### src/usart_frame_consts.vh
// Constants for the serial port frame, mode and bit-rate configuration block.
// Behaviour
// - Multi-processor enable bit 1 turns multi-processor mode on, 0 turns it off.
// - Mode field selects asynchronous 0, synchronous 1, infrared 2, host SPI 3.
// - Mode 3 shows the host SPI frame layout; other modes show the normal one.
// - Parity field: 0 none, 2 even, 3 odd, 1 reserved.
// - Transmitter sends one stop bit for select 0, two for select 1.
// - Receiver checks frames the same way whatever the stop-bit select says.
// - Character size codes 0 to 3 select 5, 6, 7 or 8 data bits.
// - Code 6 is 9-bit low byte first, 7 high byte first; 4, 5 reserved.
// - Host SPI data order 0 shifts MSB first, 1 shifts LSB first.
// - Host SPI clock phase 0 samples on leading edge, 1 on trailing edge.
// - Divisor is 16 bits: low byte at base offset, high byte at base plus one.
// - Any divisor write reloads the prescaler at once.
// - Debug run 0 with processor halted: peripheral halts and ignores events.
// - Debug run 1: peripheral keeps running while the processor is halted.
`ifndef USART_FRAME_CONSTS_VH
`define USART_FRAME_CONSTS_VH

// Register indices; the byte address on the bus is four times the index.
`define IDX_RX_CONTROL        4'h6
`define IDX_FRAME_CONTROL     4'h7
`define IDX_DIVISOR_LOW       4'h8
`define IDX_DIVISOR_HIGH      4'h9
`define IDX_DEBUG_CONTROL     4'hb
`define IDX_STATUS            4'hc

// Reset values.
`define RST_FRAME_NORMAL      8'h03
`define RST_FRAME_SPI         8'h00
`define RST_DIVISOR           16'h0000
`define RST_DEBUG_CONTROL     8'h00

// Field positions.
`define POS_MULTIPROC         0
`define POS_RX_SPEED_LO       1
`define POS_RX_SPEED_HI       2
`define POS_MODE_LO           6
`define POS_MODE_HI           7
`define POS_PARITY_LO         4
`define POS_PARITY_HI         5
`define POS_STOP              3
`define POS_SIZE_LO           0
`define POS_SIZE_HI           2
`define POS_SPI_ORDER         2
`define POS_SPI_PHASE         1
`define POS_DEBUG_RUN         0

// Communication mode codes.
`define MODE_ASYNC            2'h0
`define MODE_SYNC             2'h1
`define MODE_INFRARED         2'h2
`define MODE_HOST_SPI         2'h3

// Parity codes.
`define PARITY_NONE           2'h0
`define PARITY_EVEN           2'h2
`define PARITY_ODD            2'h3

// Character size codes.
`define SIZE_5                3'h0
`define SIZE_6                3'h1
`define SIZE_7                3'h2
`define SIZE_8                3'h3
`define SIZE_9_LOW            3'h6
`define SIZE_9_HIGH           3'h7

`endif

### src/bit_rate_prescaler.v
// Bit-rate prescaler: a down counter that pulses once per divisor plus one cycles.
module bit_rate_prescaler #(
    parameter WIDTH = 16
) (
    input  wire             clk,
    input  wire             rst_n,
    input  wire             reload,
    input  wire [WIDTH-1:0] divisor,
    input  wire             run,
    output reg              tick,
    output reg  [WIDTH-1:0] count
);

    // A reload wins over everything; a stopped counter keeps its value and emits no pulse.
    always @(posedge clk or negedge rst_n) begin
        if (!rst_n) begin
            count <= {WIDTH{1'b0}};
            tick  <= 1'b0;
        end else if (reload) begin
            count <= divisor;
            tick  <= 1'b0;
        end else if (!run) begin
            tick <= 1'b0;
        end else if (count == {WIDTH{1'b0}}) begin
            count <= divisor;
            tick  <= 1'b1;
        end else begin
            count <= count - {{(WIDTH-1){1'b0}}, 1'b1};
            tick  <= 1'b0;
        end
    end

endmodule

### src/usart_frame_mode_config.v
// Frame, mode, bit-rate and debug-halt configuration of the serial port, with a Wishbone slave.
//
// The Wishbone slave port was chosen for this implementation.
`include "usart_frame_consts.vh"

module usart_frame_mode_config #(
    parameter DIV_WIDTH = 16
) (
    input  wire                 sys_clk,
    input  wire                 nrst,
    input  wire                 wb_cyc_i,
    input  wire                 wb_stb_i,
    input  wire                 wb_we_i,
    input  wire [5:0]           wb_adr_i,
    input  wire [3:0]           wb_sel_i,
    input  wire [31:0]          wb_dat_i,
    output reg  [31:0]          wb_dat_o,
    output reg                  wb_ack_o,
    input  wire                 cpu_debug_halt,
    input  wire                 periph_event,
    output reg                  event_accepted,
    output reg                  periph_run,
    output reg  [1:0]           comm_mode_select,
    output reg                  async_mode,
    output reg                  sync_mode,
    output reg                  infrared_mode,
    output reg                  host_spi_mode,
    output reg                  multiproc_enable,
    output reg  [1:0]           receiver_speed_mode,
    output reg                  parity_enable,
    output reg                  parity_odd,
    output reg                  tx_two_stop_bits,
    output reg  [3:0]           data_bits,
    output reg                  nine_bit_low_first,
    output reg                  nine_bit_high_first,
    output reg                  spi_lsb_first,
    output reg                  spi_sample_trailing,
    output reg                  bit_rate_tick
);

    // Number of data bits for a character size code; reserved codes fall back to eight.
    function [3:0] char_bits;
        input [2:0] code;
        begin
            case (code)
                `SIZE_5:      char_bits = 4'h5;
                `SIZE_6:      char_bits = 4'h6;
                `SIZE_7:      char_bits = 4'h7;
                `SIZE_9_LOW:  char_bits = 4'h9;
                `SIZE_9_HIGH: char_bits = 4'h9;
                default:      char_bits = 4'h8;
            endcase
        end
    endfunction

    reg                 rst_meta;
    reg                 rst_n;
    reg                 halt_meta;
    reg                 halt_sync;
    reg                 event_meta;
    reg                 event_sync;

    reg  [1:0]          mode;
    reg  [1:0]          parity;
    reg                 stop_sel;
    reg  [2:0]          char_size;
    reg                 spi_order;
    reg                 spi_phase;
    reg                 mp_enable;
    reg  [1:0]          rx_speed;
    reg                 debug_run;
    reg  [15:0]         divisor;
    reg                 divisor_written;

    wire                bus_req;
    wire                bus_write;
    wire [3:0]          reg_idx;
    wire [7:0]          wbyte;
    wire                halted;
    wire                tick_raw;
    reg  [7:0]          next_rdata;
    reg  [7:0]          frame_view;

    // Reset is taken asynchronously and released through two flip-flops.
    always @(posedge sys_clk or negedge nrst) begin
        if (!nrst) begin
            rst_meta <= 1'b0;
            rst_n    <= 1'b0;
        end else begin
            rst_meta <= 1'b1;
            rst_n    <= rst_meta;
        end
    end

    // Debug halt and incoming events arrive from outside and pass two flip-flops.
    always @(posedge sys_clk or negedge rst_n) begin
        if (!rst_n) begin
            halt_meta  <= 1'b0;
            halt_sync  <= 1'b0;
            event_meta <= 1'b0;
            event_sync <= 1'b0;
        end else begin
            halt_meta  <= cpu_debug_halt;
            halt_sync  <= halt_meta;
            event_meta <= periph_event;
            event_sync <= event_meta;
        end
    end

    // Bus decode: one aligned word per register, data in the low byte lane.
    assign bus_req   = wb_cyc_i & wb_stb_i & ~wb_ack_o;
    assign bus_write = bus_req & wb_we_i & wb_sel_i[0];
    assign reg_idx   = wb_adr_i[5:2];
    assign wbyte     = wb_dat_i[7:0];

    // The block halts only when the processor is halted and debug run is clear.
    assign halted = halt_sync & ~debug_run;

    // Register writes; the mode written decides which frame layout the byte fills.
    always @(posedge sys_clk or negedge rst_n) begin
        if (!rst_n) begin
            mode            <= `MODE_ASYNC;
            parity          <= `PARITY_NONE;
            stop_sel        <= 1'b0;
            char_size       <= `SIZE_8;
            spi_order       <= 1'b0;
            spi_phase       <= 1'b0;
            mp_enable       <= 1'b0;
            rx_speed        <= 2'h0;
            debug_run       <= 1'b0;
            divisor         <= `RST_DIVISOR;
            divisor_written <= 1'b0;
        end else begin
            divisor_written <= 1'b0;
            if (bus_write) begin
                if (reg_idx == `IDX_RX_CONTROL) begin
                    mp_enable <= wbyte[`POS_MULTIPROC];
                    rx_speed  <= wbyte[`POS_RX_SPEED_HI:`POS_RX_SPEED_LO];
                end else if (reg_idx == `IDX_FRAME_CONTROL) begin
                    mode <= wbyte[`POS_MODE_HI:`POS_MODE_LO];
                    if (wbyte[`POS_MODE_HI:`POS_MODE_LO] == `MODE_HOST_SPI) begin
                        spi_order <= wbyte[`POS_SPI_ORDER];
                        spi_phase <= wbyte[`POS_SPI_PHASE];
                    end else begin
                        parity    <= wbyte[`POS_PARITY_HI:`POS_PARITY_LO];
                        stop_sel  <= wbyte[`POS_STOP];
                        char_size <= wbyte[`POS_SIZE_HI:`POS_SIZE_LO];
                    end
                end else if (reg_idx == `IDX_DIVISOR_LOW) begin
                    divisor[7:0]    <= wbyte;
                    divisor_written <= 1'b1;
                end else if (reg_idx == `IDX_DIVISOR_HIGH) begin
                    divisor[15:8]   <= wbyte;
                    divisor_written <= 1'b1;
                end else if (reg_idx == `IDX_DEBUG_CONTROL) begin
                    debug_run <= wbyte[`POS_DEBUG_RUN];
                end
            end
        end
    end

    // Frame control as software sees it: host SPI layout only while mode is 3.
    always @* begin
        if (mode == `MODE_HOST_SPI) begin
            frame_view = {mode, 3'h0, spi_order, spi_phase, 1'b0};
        end else begin
            frame_view = {mode, parity, stop_sel, char_size};
        end
    end

    // Read mux; unmapped addresses read as zero.
    always @* begin
        next_rdata = 8'h00;
        if (reg_idx == `IDX_RX_CONTROL) begin
            next_rdata = {5'h00, rx_speed, mp_enable};
        end else if (reg_idx == `IDX_FRAME_CONTROL) begin
            next_rdata = frame_view;
        end else if (reg_idx == `IDX_DIVISOR_LOW) begin
            next_rdata = divisor[7:0];
        end else if (reg_idx == `IDX_DIVISOR_HIGH) begin
            next_rdata = divisor[15:8];
        end else if (reg_idx == `IDX_DEBUG_CONTROL) begin
            next_rdata = {7'h00, debug_run};
        end else if (reg_idx == `IDX_STATUS) begin
            next_rdata = {5'h00, halt_sync, halted, bit_rate_tick};
        end
    end

    // Every request is acknowledged one cycle after it is seen; ack lasts one cycle.
    always @(posedge sys_clk or negedge rst_n) begin
        if (!rst_n) begin
            wb_ack_o <= 1'b0;
            wb_dat_o <= 32'h00000000;
        end else begin
            wb_ack_o <= bus_req;
            if (bus_req && !wb_we_i) begin
                wb_dat_o <= {24'h000000, next_rdata};
            end
        end
    end

    // The prescaler reloads on any divisor write and freezes while halted.
    bit_rate_prescaler #(
        .WIDTH   (DIV_WIDTH)
    ) u_prescaler (
        .clk     (sys_clk),
        .rst_n   (rst_n),
        .reload  (divisor_written),
        .divisor (divisor[DIV_WIDTH-1:0]),
        .run     (~halted),
        .tick    (tick_raw),
        .count   ()
    );

    // Decoded configuration towards the frame engines, all registered.
    always @(posedge sys_clk or negedge rst_n) begin
        if (!rst_n) begin
            comm_mode_select    <= `MODE_ASYNC;
            async_mode          <= 1'b1;
            sync_mode           <= 1'b0;
            infrared_mode       <= 1'b0;
            host_spi_mode       <= 1'b0;
            multiproc_enable    <= 1'b0;
            receiver_speed_mode <= 2'h0;
            parity_enable       <= 1'b0;
            parity_odd          <= 1'b0;
            tx_two_stop_bits    <= 1'b0;
            data_bits           <= 4'h8;
            nine_bit_low_first  <= 1'b0;
            nine_bit_high_first <= 1'b0;
            spi_lsb_first       <= 1'b0;
            spi_sample_trailing <= 1'b0;
        end else begin
            comm_mode_select    <= mode;
            async_mode          <= (mode == `MODE_ASYNC);
            sync_mode           <= (mode == `MODE_SYNC);
            infrared_mode       <= (mode == `MODE_INFRARED);
            host_spi_mode       <= (mode == `MODE_HOST_SPI);
            multiproc_enable    <= mp_enable;
            receiver_speed_mode <= rx_speed;
            // Reserved parity code 1 is treated as no parity.
            parity_enable       <= (parity == `PARITY_EVEN) | (parity == `PARITY_ODD);
            parity_odd          <= (parity == `PARITY_ODD);
            // Only the transmitter gets the stop count; the receiver checks one stop bit.
            tx_two_stop_bits    <= stop_sel;
            data_bits           <= char_bits(char_size);
            nine_bit_low_first  <= (char_size == `SIZE_9_LOW);
            nine_bit_high_first <= (char_size == `SIZE_9_HIGH);
            spi_lsb_first       <= spi_order;
            spi_sample_trailing <= spi_phase;
        end
    end

    // Run enable, gated events and the bit-rate pulse.
    always @(posedge sys_clk or negedge rst_n) begin
        if (!rst_n) begin
            periph_run     <= 1'b1;
            event_accepted <= 1'b0;
            bit_rate_tick  <= 1'b0;
        end else begin
            periph_run     <= ~halted;
            event_accepted <= event_sync & ~halted;
            bit_rate_tick  <= tick_raw;
        end
    end

endmodule

### config.mk
export PLATFORM = sky130hd
export DESIGN_NAME = usart_frame_mode_config
export DESIGN_NICKNAME = d
export VERILOG_FILES = /design/src/bit_rate_prescaler.v /design/src/usart_frame_mode_config.v
export VERILOG_INCLUDE_DIRS = /design/src
export SDC_FILE = /design/constraint.sdc
export NUM_CORES = 1
export LEC_CHECK = 0
export BUFFER_PORTS_ARGS = -buffer_cell sky130_fd_sc_hd__buf_4
export CAP_MARGIN = 20
export CORE_MARGIN = 5
export CORE_UTILIZATION = 41
export CTS_BUF_LIST = sky130_fd_sc_hd__clkbuf_4
export DETAILED_ROUTE_END_ITERATION = 10
export GPL_TIMING_DRIVEN = 0
export PLACE_DENSITY = 0.67
export SYNTH_ARGS = -nofsm -noshare
export SYNTH_HDL_FRONTEND = slang
export SYNTH_SLANG_ARGS = --single-unit
### constraint.sdc
create_clock -name sys_clk -period 3.1 [get_ports sys_clk]
set_input_delay 0.62 -clock sys_clk [delete_from_list [all_inputs] [get_ports sys_clk]]
set_output_delay 0.62 -clock sys_clk [all_outputs]
set_load 0.05 [all_outputs]
# Word level (Yosys, flattened, before mapping)
# Cells that the tools add are included.
# word_totals
register_bits,86
in_bits,49
output_inout_bits,56
word_cells,105
# op_classes
add_sub_neg,1
n_eq_ne,17
n_mux,19
n_bitwise,15
reduce_logical,13
# op_table
cell,n
$mux W16,3
$mux W8,4
$eq A4 B4 Y1 const B,4
$logic_not A16 Y1,1
$pmux W4 S4,1
$sub A16 B1 Y16 const B,1
$reduce_and A4 Y1,3
$eq A2 B2 Y1 const B,5
$eq A4 B3 Y1 const B,2
$mux W1,8
$not A1 Y1,8
$and A1 B1 Y1,6
$eq A3 B3 Y1 const B,2
$mux W3,2
$mux W6,1
$reduce_and A6 Y1,1
$reduce_and A5 Y1,1
$eq A3 B1 Y1 const B,1
$eq A3 B2 Y1 const B,1
$logic_not A3 Y1,1
$reduce_and A3 Y1,1
$eq A2 B1 Y1 const B,1
$logic_not A2 Y1,1
$ne A2 B2 Y1 const B,1
other kinds (5),5

# Depth between registers and ports, before layout
# Gate-level depths: netlist of the first run.
# logic_depth
word_depth,8
depth_mapped,8
mapped_depth_nobuf,7

# Hierarchy
# A second synthesis of the first run with hierarchy kept.
# hier_totals
cells_unflattened,356
hier_area_um2,4082.7
# modules_own_cells
module,n_inst,cells_each,area_per_inst_um2,seq_area_each_um2
usart_frame_mode_config,1,224,2904.0,1732.9
bit_rate_prescaler,1,132,1178.6,425.4

# Least setup slack after synthesis of the first run
# No wires, ideal clock.
# synth_timing
kind,in2reg
startpoint,input port wb_adr_i[4]
endpoint,register divisor[0]
setup_ns,0.125
t_arrival_ns,1.809
t_required_ns,2.975
setup_slack_ns,1.166
cell_stages,4
path_buffers,1
path_cell_list,clkbuf_1 > nand2b_1 > nor3_2 > mux2_2
# synth_via
elab_chain_len,3
word_cells_on_any_way,6
# synth_lines
element,line,rtl
"start, declared",usart_frame_mode_config.v:14,"input wire [5:0] wb_adr_i,"
$eq A4 B3 Y1 (no line),-,
$not A1 Y1 (no line),-,
$reduce_and A4 Y1 (no line) *,-,
"end signal, assigned",usart_frame_mode_config.v:131,divisor <= `RST_DIVISOR;
"end signal, assigned",usart_frame_mode_config.v:150,divisor[7:0] <= wbyte;
"end, declared",usart_frame_mode_config.v:72,reg [15:0] divisor;
# Mark *: on every way between the ends. The rest lies on a longest branch, timed or not.
# A chain may end at the register's enable or synchronous reset.

# Worst setup path in the final report of the first run
# layout_timing
startpoint,register u_prescaler.count[0]
endpoint,register u_prescaler.count[14]
# layout_via
elab_chain_len,4
word_cells_on_any_way,5
# layout_lines
element,line,rtl
"start, declared",bit_rate_prescaler.v:11,output reg [WIDTH-1:0] count
"start signal, assigned",bit_rate_prescaler.v:17,count <= {WIDTH{1'b0}};
"start signal, assigned",bit_rate_prescaler.v:20,count <= divisor;
"start signal, assigned",bit_rate_prescaler.v:25,count <= divisor;
$sub A16 B1 Y16 / $logic_not A16 Y1 (equally long branches),"bit_rate_prescaler.v:28, bit_rate_prescaler.v:24",
$mux W16 *,bit_rate_prescaler.v:24,end else if (count == {WIDTH{1'b0}}) begin
$mux W16 *,bit_rate_prescaler.v:22,end else if (!run) begin
$mux W16 *,bit_rate_prescaler.v:19,end else if (reload) begin
# Mark *: on every way between the ends. The rest lies on a longest branch, timed or not. The select of a mux whose other input is x is not followed.

==> results of run 1 <==
## what timing repair did
item | CTS | global route
resized for setup | 0 | 0
setup endpoints to repair | 0 | 0
hold endpoints to repair | 2 | 0
setup buffers | 0 | 0
hold buffers | 1 | 0
## synthesized netlist by cell type, drive strengths merged, types with 2 or more instances
library cell / count
o31a: 2
mux2: 30
o21ai: 14
buf: 27
a2111oi: 2
a21oi: 20
dfrtp: 81
a41oi: 2
ha: 2
o21a: 3
nor3: 8
o2bb2ai: 2
nor2b: 7
or3: 3
a22oi: 3
nand3: 9
a31oi: 8
and3: 3
nor2: 35
o22a: 5
conb: 2
and2: 2
nand2b: 2
mux2i: 8
a22o: 2
inv: 11
and3b: 2
dfstp: 5
clkbuf: 9
nor4b: 2
nand4: 3
nand2: 18
nor4: 4
nor3b: 2
## cell type report
type,count,area (um2),share of cell area
Sequential cell,86,2162,0.4495
Multi-Input combinational cell,244,1627,0.3382
Timing Repair Buffer,52,412.9,0.08585
Buffer,36,240.2,0.04995
Tap cell,133,166.4,0.03460
Clock inverter,7,90.09,0.01873
Clock buffer,9,67.56,0.01405
Inverter,11,41.29,0.008585
Antenna cell,1,2.502,0.0005203
## worst max-delay path, stage by stage (launching register included)
cell and delay, ns:
dfrtp_1 0.43, inv_1 0.12, ha_1 0.21, nor3b_1 0.72, nand4b_1 0.26, or3_1 0.36, a21oi_1 0.15, o22a_1 0.15
## placed cells by master (no fill, tap or decap), types with 4 or more instances in the layout
cell type	synthesis	layout
a21oi_1	20	20
a31oi_1	8	8
buf_4	25	75
clkbuf_1	8	8
clkbuf_4	0	9
conb_1	2	25
dfrtp_1	81	80
dfstp_2	5	5
inv_1	11	11
mux2_2	30	30
mux2i_1	8	8
nand2_1	18	18
nand3_1	9	9
nor2_1	35	35
nor2b_1	7	7
nor3_1	5	5
o21ai_0	9	9
o21ai_1	4	4
o22a_1	5	5
## per-layer routing
| metal | wire, um | track usage | vias up |
|---|---|---|---|
| met5 | 0 | 0 | - |
| met4 | 252 | 0.07033 | 0 |
| met3 | 527 | 0.03403 | 23 |
| met2 | 4242 | 0.2405 | 98 |
| met1 | 4204 | 0.2333 | 1461 |
| li1 | - | - | 1391 |
## state kept, by name, summed over array words and instances, names as in the netlist, 2 cells and up
signal               count
rx_speed                 2
divisor                 16
u_prescaler.count       16
comm_mode_select         2
wb_dat_o                 8
parity                   2
mode                     2
char_size                3
receiver_speed_mode      2
data_bits                4
## where the power goes
group | total (W) | switching, W | internal, W | leakage [nW]
logic | 0.000636 | 0.000401 | 0.000235 | 1.09
registers | 0.00144 | 0.000178 | 0.00126 | 1.10
clock network | 0.000705 | 0.000442 | 0.000263 | 0.0778
## worst max path at each step
stage                                              to  slack (ns)  depth (start not counted)
floorplan                     bit_rate_tick$_DFF_PN0_        0.54                          0
global placement             event_accepted$_DFF_PN0_       -0.35                          0
detailed placement             divisor[2]$_DFFE_PN0P_        0.75                          5
CTS                 u_prescaler.count[14]$_DFFE_PN0P_        0.73                          7
global route        u_prescaler.count[14]$_DFFE_PN0P_        0.51                          7
finish              u_prescaler.count[14]$_DFFE_PN0P_        0.68                          7
## metrics by stage
step | total power (W) | hold slack, ns
finish | 0.002777 | 0.2579
global route | 0.002926 | 0.2183
CTS | 0.002793 | 0.2384
detailed placement | 0.002093 | 0.2670
global placement | 0.002073 | 0.3339
floorplan | 0.001895 | 0.3244
## cells by family (layout without fill, tap and decap cells)
logic type / after synthesis / after routing / synth area share
buffers and inverters: 47 / 115 / 0.07073
multiplexers: 38 / 38 / 0.1050
AND/OR/NAND/NOR: 104 / 104 / 0.1465
XOR/XNOR: 1 / 1 / 0.002201
other: 2 / 26 / 0.001887
AO/OA/AOI/OAI: 74 / 74 / 0.1251
flip-flops: 86 / 86 / 0.5423
adder cells (fa/ha/maj): 2 / 2 / 0.006286
==> impl_metrics.csv, run 1 <==
group,metric,value,unit
logic_synthesis,synth_top_area_frac,0.5093,
global_route,overflow,0,
min_path,hold_class,"register to asynchronous set/reset pin",
setup_path,startpoint_type,"register",
die,start_util,0.4129,
setup_path,reg2reg_depth,7,
timing,finalCritPeriodShare,0.7793,
timing,setup_tns,0,ns
clock_network,cts_inserted_buffers,9,
die,core-area,9639,um2
clock_network,clk-insertion-delay-late,0.45,ns
clock_network,cts_tree,"yes",
clock_network,clkSinkCount,86,
die,die_w,108.5,um
die,num_io_pins,105,
layout,num-fill-cells,933,
route,vias_per_cell,5.135,
route,ant_nets,0,
setup_path,crit-reg2reg-launch,"u_prescaler.count[0]$_DFFE_PN0P_",
logic_synthesis,yosys-top-cells-area,"dfrtp_1, mux2_2, buf_4",
clock_network,cts_buffer_depth,2,
setup_path,cp.arrival,2.82,ns
logic_synthesis,synth-seq-cells,86,
clock_network,cts_max_level,3,
logic_synthesis,synthCells,354,
logic_synthesis,synthArstFlopShare,1.000,
placed_design,place_area,4639,um2
global_route,antenna_found_initial,1,
route,wl,9226,um
setup_path,regToRegEndpoint,"u_prescaler.count[14]$_DFFE_PN0P_",
power,peakVddDrop,0.0002249,V
setup_path,cp_max_fo,6,
timing,setup_violations,0,
global_route,grt_pass1_vias,2791,
setup_path,critPathRequiredTime,3.50,ns
timing,setup_slack,0.6841,ns
run_status,status,"completed",
layout,utilization,0.4990,
timing,max_slew.worst_pin.slew,0.8525,ns
layout,fin_area,4810,um2
placed_design,place_inst,561,
layout,final_layout_size_suffix_gt1_frac,0.3236,
logic_synthesis,yosysTopAreaCell,"dfrtp_1",
route,post_drt_wl_per_cell,15.93,um
route,vias,2973,
setup_path,rrSetupSlack,0.68,ns
route,drc,0,
clock_network,cts_root_buf,"clkbuf_4",
die,die_h,108.5,um
placed_design,gp_congestion,0.8755,
logic_synthesis,avgSynthCellArea,11.24,um2
power,leakage,2.265,nW
placed_design,dp_slack,0.7470,ns
logic_synthesis,synth_ff_type,"dfrtp_1",
timing,min_period,2.416,ns
logic_synthesis,ys_types,61,
timing,drv_slew,0,
placed_design,io_buffers,50,
global_route,grt_pass1_wl,14750,um
logic_synthesis,syn_area,3980,um2
layout,syn_to_final_growth,20.84,%
setup_path,crit_type,"register to register",
layout,num-nets-final,491,
flow_run,max_cap_violations,0,
route,drtIter0Drc,201,
timing,rsz0062_at_grt,"no",
global_route,grt_max_degree,57,
layout,stdcell_count,579,
global_route,grt_usage,0.1635,
timing,hold_viol,0,
power,power.density,577.4,nW/um2
timing,finClkSkew,0.02194,ns
clock_network,clk_pin_slew,0.16,ns
die,die-area,11780,um2
placed_design,place_hpwl,6870,um
setup_path,critPathLaunch,"u_prescaler.count[0]$_DFFE_PN0P_",
timing,fmax,0.4139,GHz
route,first_pass_iters,4,
logic_synthesis,yosys_warnings,0,
die,num_rows,36,
logic_synthesis,yosysSeqAreaShare,0.5423,
setup_path,endpoint_kind,"register",
timing,maxSlewHeadroom,0.4304,
logic_synthesis,synth-edff-count,0,
Power figures use the tool's default switching activity.
==> run 2, diff against run 1 <==
Settings changed: PLACE_DENSITY 0.67 to 0.69.
Clock period 3.1 ns to 2.2 ns, I/O delays scaled along.
==> run 2 against run 1 <==
Wire length decreased by 1.5%; power up 46%; clock power increased by 52%; setup slack got worse by 0.59 ns; sequential share of layout area shrank 0.59 points; register-to-register slack got worse by 0.59 ns; worst hold slack worse by 0.16 ns; largest cell class unchanged; highest routed layer unchanged.
==> impl_metrics.csv, run 2 (synthesis gave the netlist of run 1 again) <==
group,metric,value,unit
run_status,status,"completed",
power,combPwrFrac,0.238,
timing,whs,0.1024,ns
clock_network,cts_buffer_depth,2,
power,p_clk_frac,0.263,
route,wl,9084,um
clock_network,cts_tree,"yes",
die,num_rows,36,
layout,stdcell_count,582,
setup_path,critPathRequiredTime,2.52,ns
setup_path,endpoint_kind,"register",
placed_design,place_inst,561,
power,seq_power_share,0.499,
setup_path,cp_max_fo,6,
global_route,antenna_found_initial,0,
placed_design,gp_congestion,0.8908,
timing,fmax,0.4746,GHz
die,core-area,9639,um2
route,post_drt_wl_per_cell,15.61,um
timing,hold_viol,0,
min_path,hold_class,"primary input to register",
clock_network,clk_pin_slew,0.15,ns
global_route,grt_pass1_wl,14980,um
clock_network,clk-insertion-delay-late,0.43,ns
layout,final_cell_mix,"buf_4, dfrtp_1, nor2_1",
placed_design,place_hpwl,6713,um
global_route,grt_max_degree,68,
layout,reg_top3,"divisor: 16 flops, u_prescaler.count: 16 flops, wb_dat_o: 8 flops",
route,drtIter0Drc,133,
timing,finalCritPeriodShare,0.9576,
layout,num-nets-final,495,
clock_network,cts_root_buf,"clkbuf_4",
route,first_pass_iters,5,
die,die_h,108.5,um
setup_path,crit_type,"register to register",
placed_design,place_area,4639,um2
global_route,grt_pass1_vias,2950,
power,power.density,833.6,nW/um2
clock_network,cts_max_level,3,
timing,max_slew.worst_pin.slew,0.7168,ns
setup_path,cp.arrival,2.43,ns
timing,min_period,2.107,ns
timing,maxSlewHeadroom,0.5196,
global_route,overflow,0,
power,intPower,0.002630,W
layout,syn_to_final_growth,22.51,%
flow_run,max_cap_violations,0,
timing,drv_slew,0,
clock_network,clkSinkCount,86,
power,peakVddDrop,0.0002689,V
power,switching_share,0.3528,
die,die_w,108.5,um
setup_path,startpoint_type,"register",
die,start_util,0.4129,
clock_network,cts_inserted_buffers,9,
layout,utilization,0.5058,
power,p_sw,0.001434,W
placed_design,io_buffers,50,
route,vias,2927,
route,ant_nets,0,
global_route,grt_usage,0.1626,
timing,finClkSkew,0.01902,ns
route,vias_per_cell,5.029,
timing,setup_violations,0,
layout,antenna_cells,0,
layout,fin_area,4876,um2
power,leakage,2.311,nW
die,num_io_pins,105,
layout,final_layout_size_suffix_gt1_frac,0.3363,
die,die-area,11780,um2
route,drc,0,
-- run 2: layout make-up --
| type | instances | area [um2] |
|---|---|---|
| timing repair buffer | 56 | 442.9 |
| sequential | 86 | 2163 |
| buffer | 36 | 241.5 |
| fill | 915 | 4763 |
| inverter | 11 | 41.29 |
| tap | 133 | 166.4 |
| clock buffer | 9 | 67.56 |
| clock inverter | 7 | 105.1 |
| multi-input combinational | 244 | 1648 |
-- run 2: per-layer routing --
metal,track usage,share of wire,vias up
li1,-,-,1402
met1,0.2270,0.46,1427
met2,0.2524,0.47,86
met3,0.02567,0.056,12
met4,0.06763,0.017,0
met5,0,0,-
-- run 2: stage by stage --
| step | setup WS [ns] | TNS, ns | power, W |
|---|---|---|---|
| floorplan | 0.2842 | 0 | 0.002670 |
| global placement | -0.06746 | -0.06746 | 0.002918 |
| detailed placement | -0.08189 | -0.08189 | 0.002949 |
| CTS | 0.009113 | 0 | 0.004028 |
| global route | -0.02709 | -0.04681 | 0.004273 |
| finish | 0.09318 | 0 | 0.004065 |
-- run 2: power groups by stage --
| stage | Combinational (W) | Clock (W) | Sequential [W] |
|---|---|---|---|
| global route | 0.00105 | 0.00116 | 0.00206 |
| finish | 0.000966 | 0.00107 | 0.00203 |
| detailed placement | 0.000898 | 0 | 0.00205 |
| global placement | 0.000856 | 0 | 0.00206 |
| CTS | 0.000905 | 0.00110 | 0.00202 |
| floorplan | 0.000480 | 0 | 0.00219 |
-- run 2: worst max-delay path: stages, from the launching register on --
cell and delay [ns]:
dfrtp_2 0.47, or4_4 0.58, or3_4 0.38, nor3_2 0.24, mux2i_1 0.25, o21ai_2 0.06
-- run 2: final timing paths --
check / from / end / slack, ns / cells after the start
worst min register to register: rst_n$_DFF_PN0_ / wb_dat_o[5]$_DFFE_PN0P_ / 0.21 / 0
min in group asynchronous: rst_n$_DFF_PN0_ / wb_dat_o[5]$_DFFE_PN0P_ / 0.21 / 0
worst max register to register: u_prescaler.count[2]$_DFFE_PN0P_ / u_prescaler.count[15]$_DFFE_PN0P_ / 0.09 / 5
worst max-delay path: u_prescaler.count[2]$_DFFE_PN0P_ / u_prescaler.count[15]$_DFFE_PN0P_ / 0.09 / 5
max in group asynchronous: rst_n$_DFF_PN0_ / async_mode$_DFF_PN1_ / 1.35 / 1
worst min-delay path: periph_event / event_meta$_DFF_PN0_ / 0.10 / 1
-- run 2: repair_timing --
item,CTS,global route
pin swaps,0,0
hold endpoints to repair,2,0
hold buffers,1,0
gates resized for setup,1,6
setup buffers,0,4
setup endpoints to repair,1,14
gates cloned,0,0
==> run 3, diff against run 2 <==
Clock period 2.2 ns to 1.81 ns, I/O delays scaled along.
==> run 3 against run 2 <==
The flow now finishes with violations (negative setup slack); first-iteration DRC count is 30% higher; core utilization is 2.4 points higher; via count is 4.9% higher; power is 22% higher; clock-buffer cell count stayed put; cell count is 2.2% higher; wire length is 5.8% higher; worst hold slack worse by 0.058 ns; sequential share of layout area is 1.9 points lower; critical path type unchanged; critical endpoint unchanged; largest power group unchanged.
==> impl_metrics.csv, run 3 (synthesis gave the netlist of run 1 again) <==
group,metric,value,unit
placed_design,gp_congestion,0.8882,
timing,min_period,2.058,ns
timing,setup_slack,-0.2479,ns
placed_design,dp_slack,-0.5463,ns
layout,syn_to_final_growth,28.23,%
setup_path,critPathRequiredTime,2.13,ns
clock_network,cts_tree,"yes",
layout,antenna_cells,0,
layout,final_cell_mix,"buf_4, dfrtp_1, nor2_1",
placed_design,io_buffers,50,
route,post_drt_wl_per_cell,16.16,um
route,ant_nets,0,
power,peakVddDrop,0.0003766,V
setup_path,regToRegEndpoint,"u_prescaler.count[15]$_DFFE_PN0P_",
setup_path,reg2reg_depth,5,
clock_network,cts_inserted_buffers,9,
route,first_pass_iters,4,
route,drtIter0Drc,173,
min_path,hold_class,"primary input to register",
layout,final_layout_size_suffix_gt1_frac,0.4004,
run_status,status,"finished, violations left",
clock_network,clkSinkCount,86,
route,vias_per_cell,5.161,
die,die_h,108.5,um
global_route,grt_usage,0.1654,
layout,utilization,0.5295,
timing,max_slew.worst_pin.slew,0.6215,ns
timing,finalCritPeriodShare,1.137,
power,leakage,2.402,nW
flow_run,max_cap_violations,0,
placed_design,place_hpwl,6739,um
clock_network,cts_max_level,3,
route,vias,3071,
setup_path,crit-reg2reg-launch,"u_prescaler.count[2]$_DFFE_PN0P_",
layout,reg_top3,"divisor: 16 flops, u_prescaler.count: 16 flops, wb_dat_o: 8 flops",
power,power.density,971.3,nW/um2
global_route,antenna_found_initial,0,
setup_path,cp_max_fo,5,
layout,num-nets-final,508,
min_path,hold_start,"cpu_debug_halt",
min_path,hold_depth,1,
run_status,violations,"negative setup slack",
layout,stdcell_count,595,
timing,fmax,0.4859,GHz
setup_path,rrSetupSlack,-0.25,ns
global_route,overflow,0,
setup_path,crit_type,"register to register",
clock_network,cts_root_buf,"clkbuf_4",
die,num_rows,36,
timing,hold_viol,0,
placed_design,place_inst,561,
timing,setup_tns,-2.255,ns
timing,drv_slew,0,
global_route,grt_max_degree,60,
timing,maxSlewHeadroom,0.5856,
timing,setup_violations,16,
die,die_w,108.5,um
global_route,grt_pass1_wl,15290,um
setup_path,startpoint_type,"register",
timing,finClkSkew,0.02176,ns
clock_network,cts_buffer_depth,2,
route,wl,9614,um
route,drc,0,
die,start_util,0.4129,
die,core-area,9639,um2
setup_path,endpoint_kind,"register",
clock_network,clk-insertion-delay-late,0.44,ns
min_path,hold_end,"halt_meta$_DFF_PN0_",
setup_path,cp.arrival,2.38,ns
die,die-area,11780,um2
clock_network,clk_pin_slew,0.16,ns
layout,layout_commonest_cell,"buf_4",
die,num_io_pins,105,
global_route,grt_pass1_vias,3074,
timing,rsz0062_at_grt,"yes",
## run 3: how the worst max path moves through the flow
stage / start / end / slack [ns] / cells after the start
6_report: u_prescaler.count[2]$_DFFE_PN0P_ / u_prescaler.count[15]$_DFFE_PN0P_ / -0.25 / 5
4_1_cts: u_prescaler.count[2]$_DFFE_PN0P_ / u_prescaler.count[15]$_DFFE_PN0P_ / -0.23 / 5
3_5_place_dp: u_prescaler.count[0]$_DFFE_PN0P_ / u_prescaler.count[14]$_DFFE_PN0P_ / -0.55 / 7
5_1_grt: u_prescaler.count[1]$_DFFE_PN0P_ / u_prescaler.count[11]$_DFFE_PN0P_ / -0.29 / 8
3_3_place_gp: u_prescaler.count[0]$_DFFE_PN0P_ / u_prescaler.count[14]$_DFFE_PN0P_ / -0.48 / 7
2_1_floorplan: u_prescaler.count[2]$_DFFE_PN0P_ / u_prescaler.count[15]$_DFFE_PN0P_ / -0.09 / 5
## run 3: timing repair
item | in CTS | in global routing
pin swaps | 7 | 3
resized for setup | 29 | 13
setup endpoints to repair | 37 | 39
hold buffers | 1 | 1
cloned | 0 | 1
setup buffers | 11 | 5
hold endpoints to repair | 2 | 1
## run 3: final cells by class
| class | instances | area (um2) |
|---|---|---|
| clock buffer | 9 | 67.56 |
| inverter | 11 | 41.29 |
| sequential | 86 | 2167 |
| clock inverter | 7 | 80.08 |
| buffer | 35 | 260.3 |
| fill | 888 | 4536 |
| multi-input combinational | 244 | 1767 |
| tap | 133 | 166.4 |
| timing repair buffer | 70 | 554.3 |
## run 3: per-layer routing
layer	global-route usage	part of all wire
met5	0	0
met4	0.04418	0.017
met3	0.03701	0.065
met2	0.2665	0.49
met1	0.2258	0.43
## run 3: worst max-delay path, cell delays in order (launching register included)
cell and delay [ns]:
dfrtp_2 0.44, or4_4 0.58, or3_4 0.40, nor3_4 0.20, mux2i_1 0.25, o21ai_2 0.06
## run 3: power breakdown
group | total, W | switching (W) | internal (W)
clock | 0.00118 | 0.000737 | 0.000444
sequential | 0.00249 | 0.000332 | 0.00216
combinational | 0.00129 | 0.000776 | 0.000511
## run 3: per-stage QoR
stage / hold slack, ns / total power (W) / area (um2)
CTS: 0.009866 / 0.004923 / 5002
detailed placement: 0.1462 / 0.003581 / 4647
global route: 0.007748 / 0.005185 / 5104
global placement: 0.1446 / 0.003544 / 4617
floorplan: 0.06641 / 0.003246 / 4075
finish: 0.04462 / 0.004957 / 5104
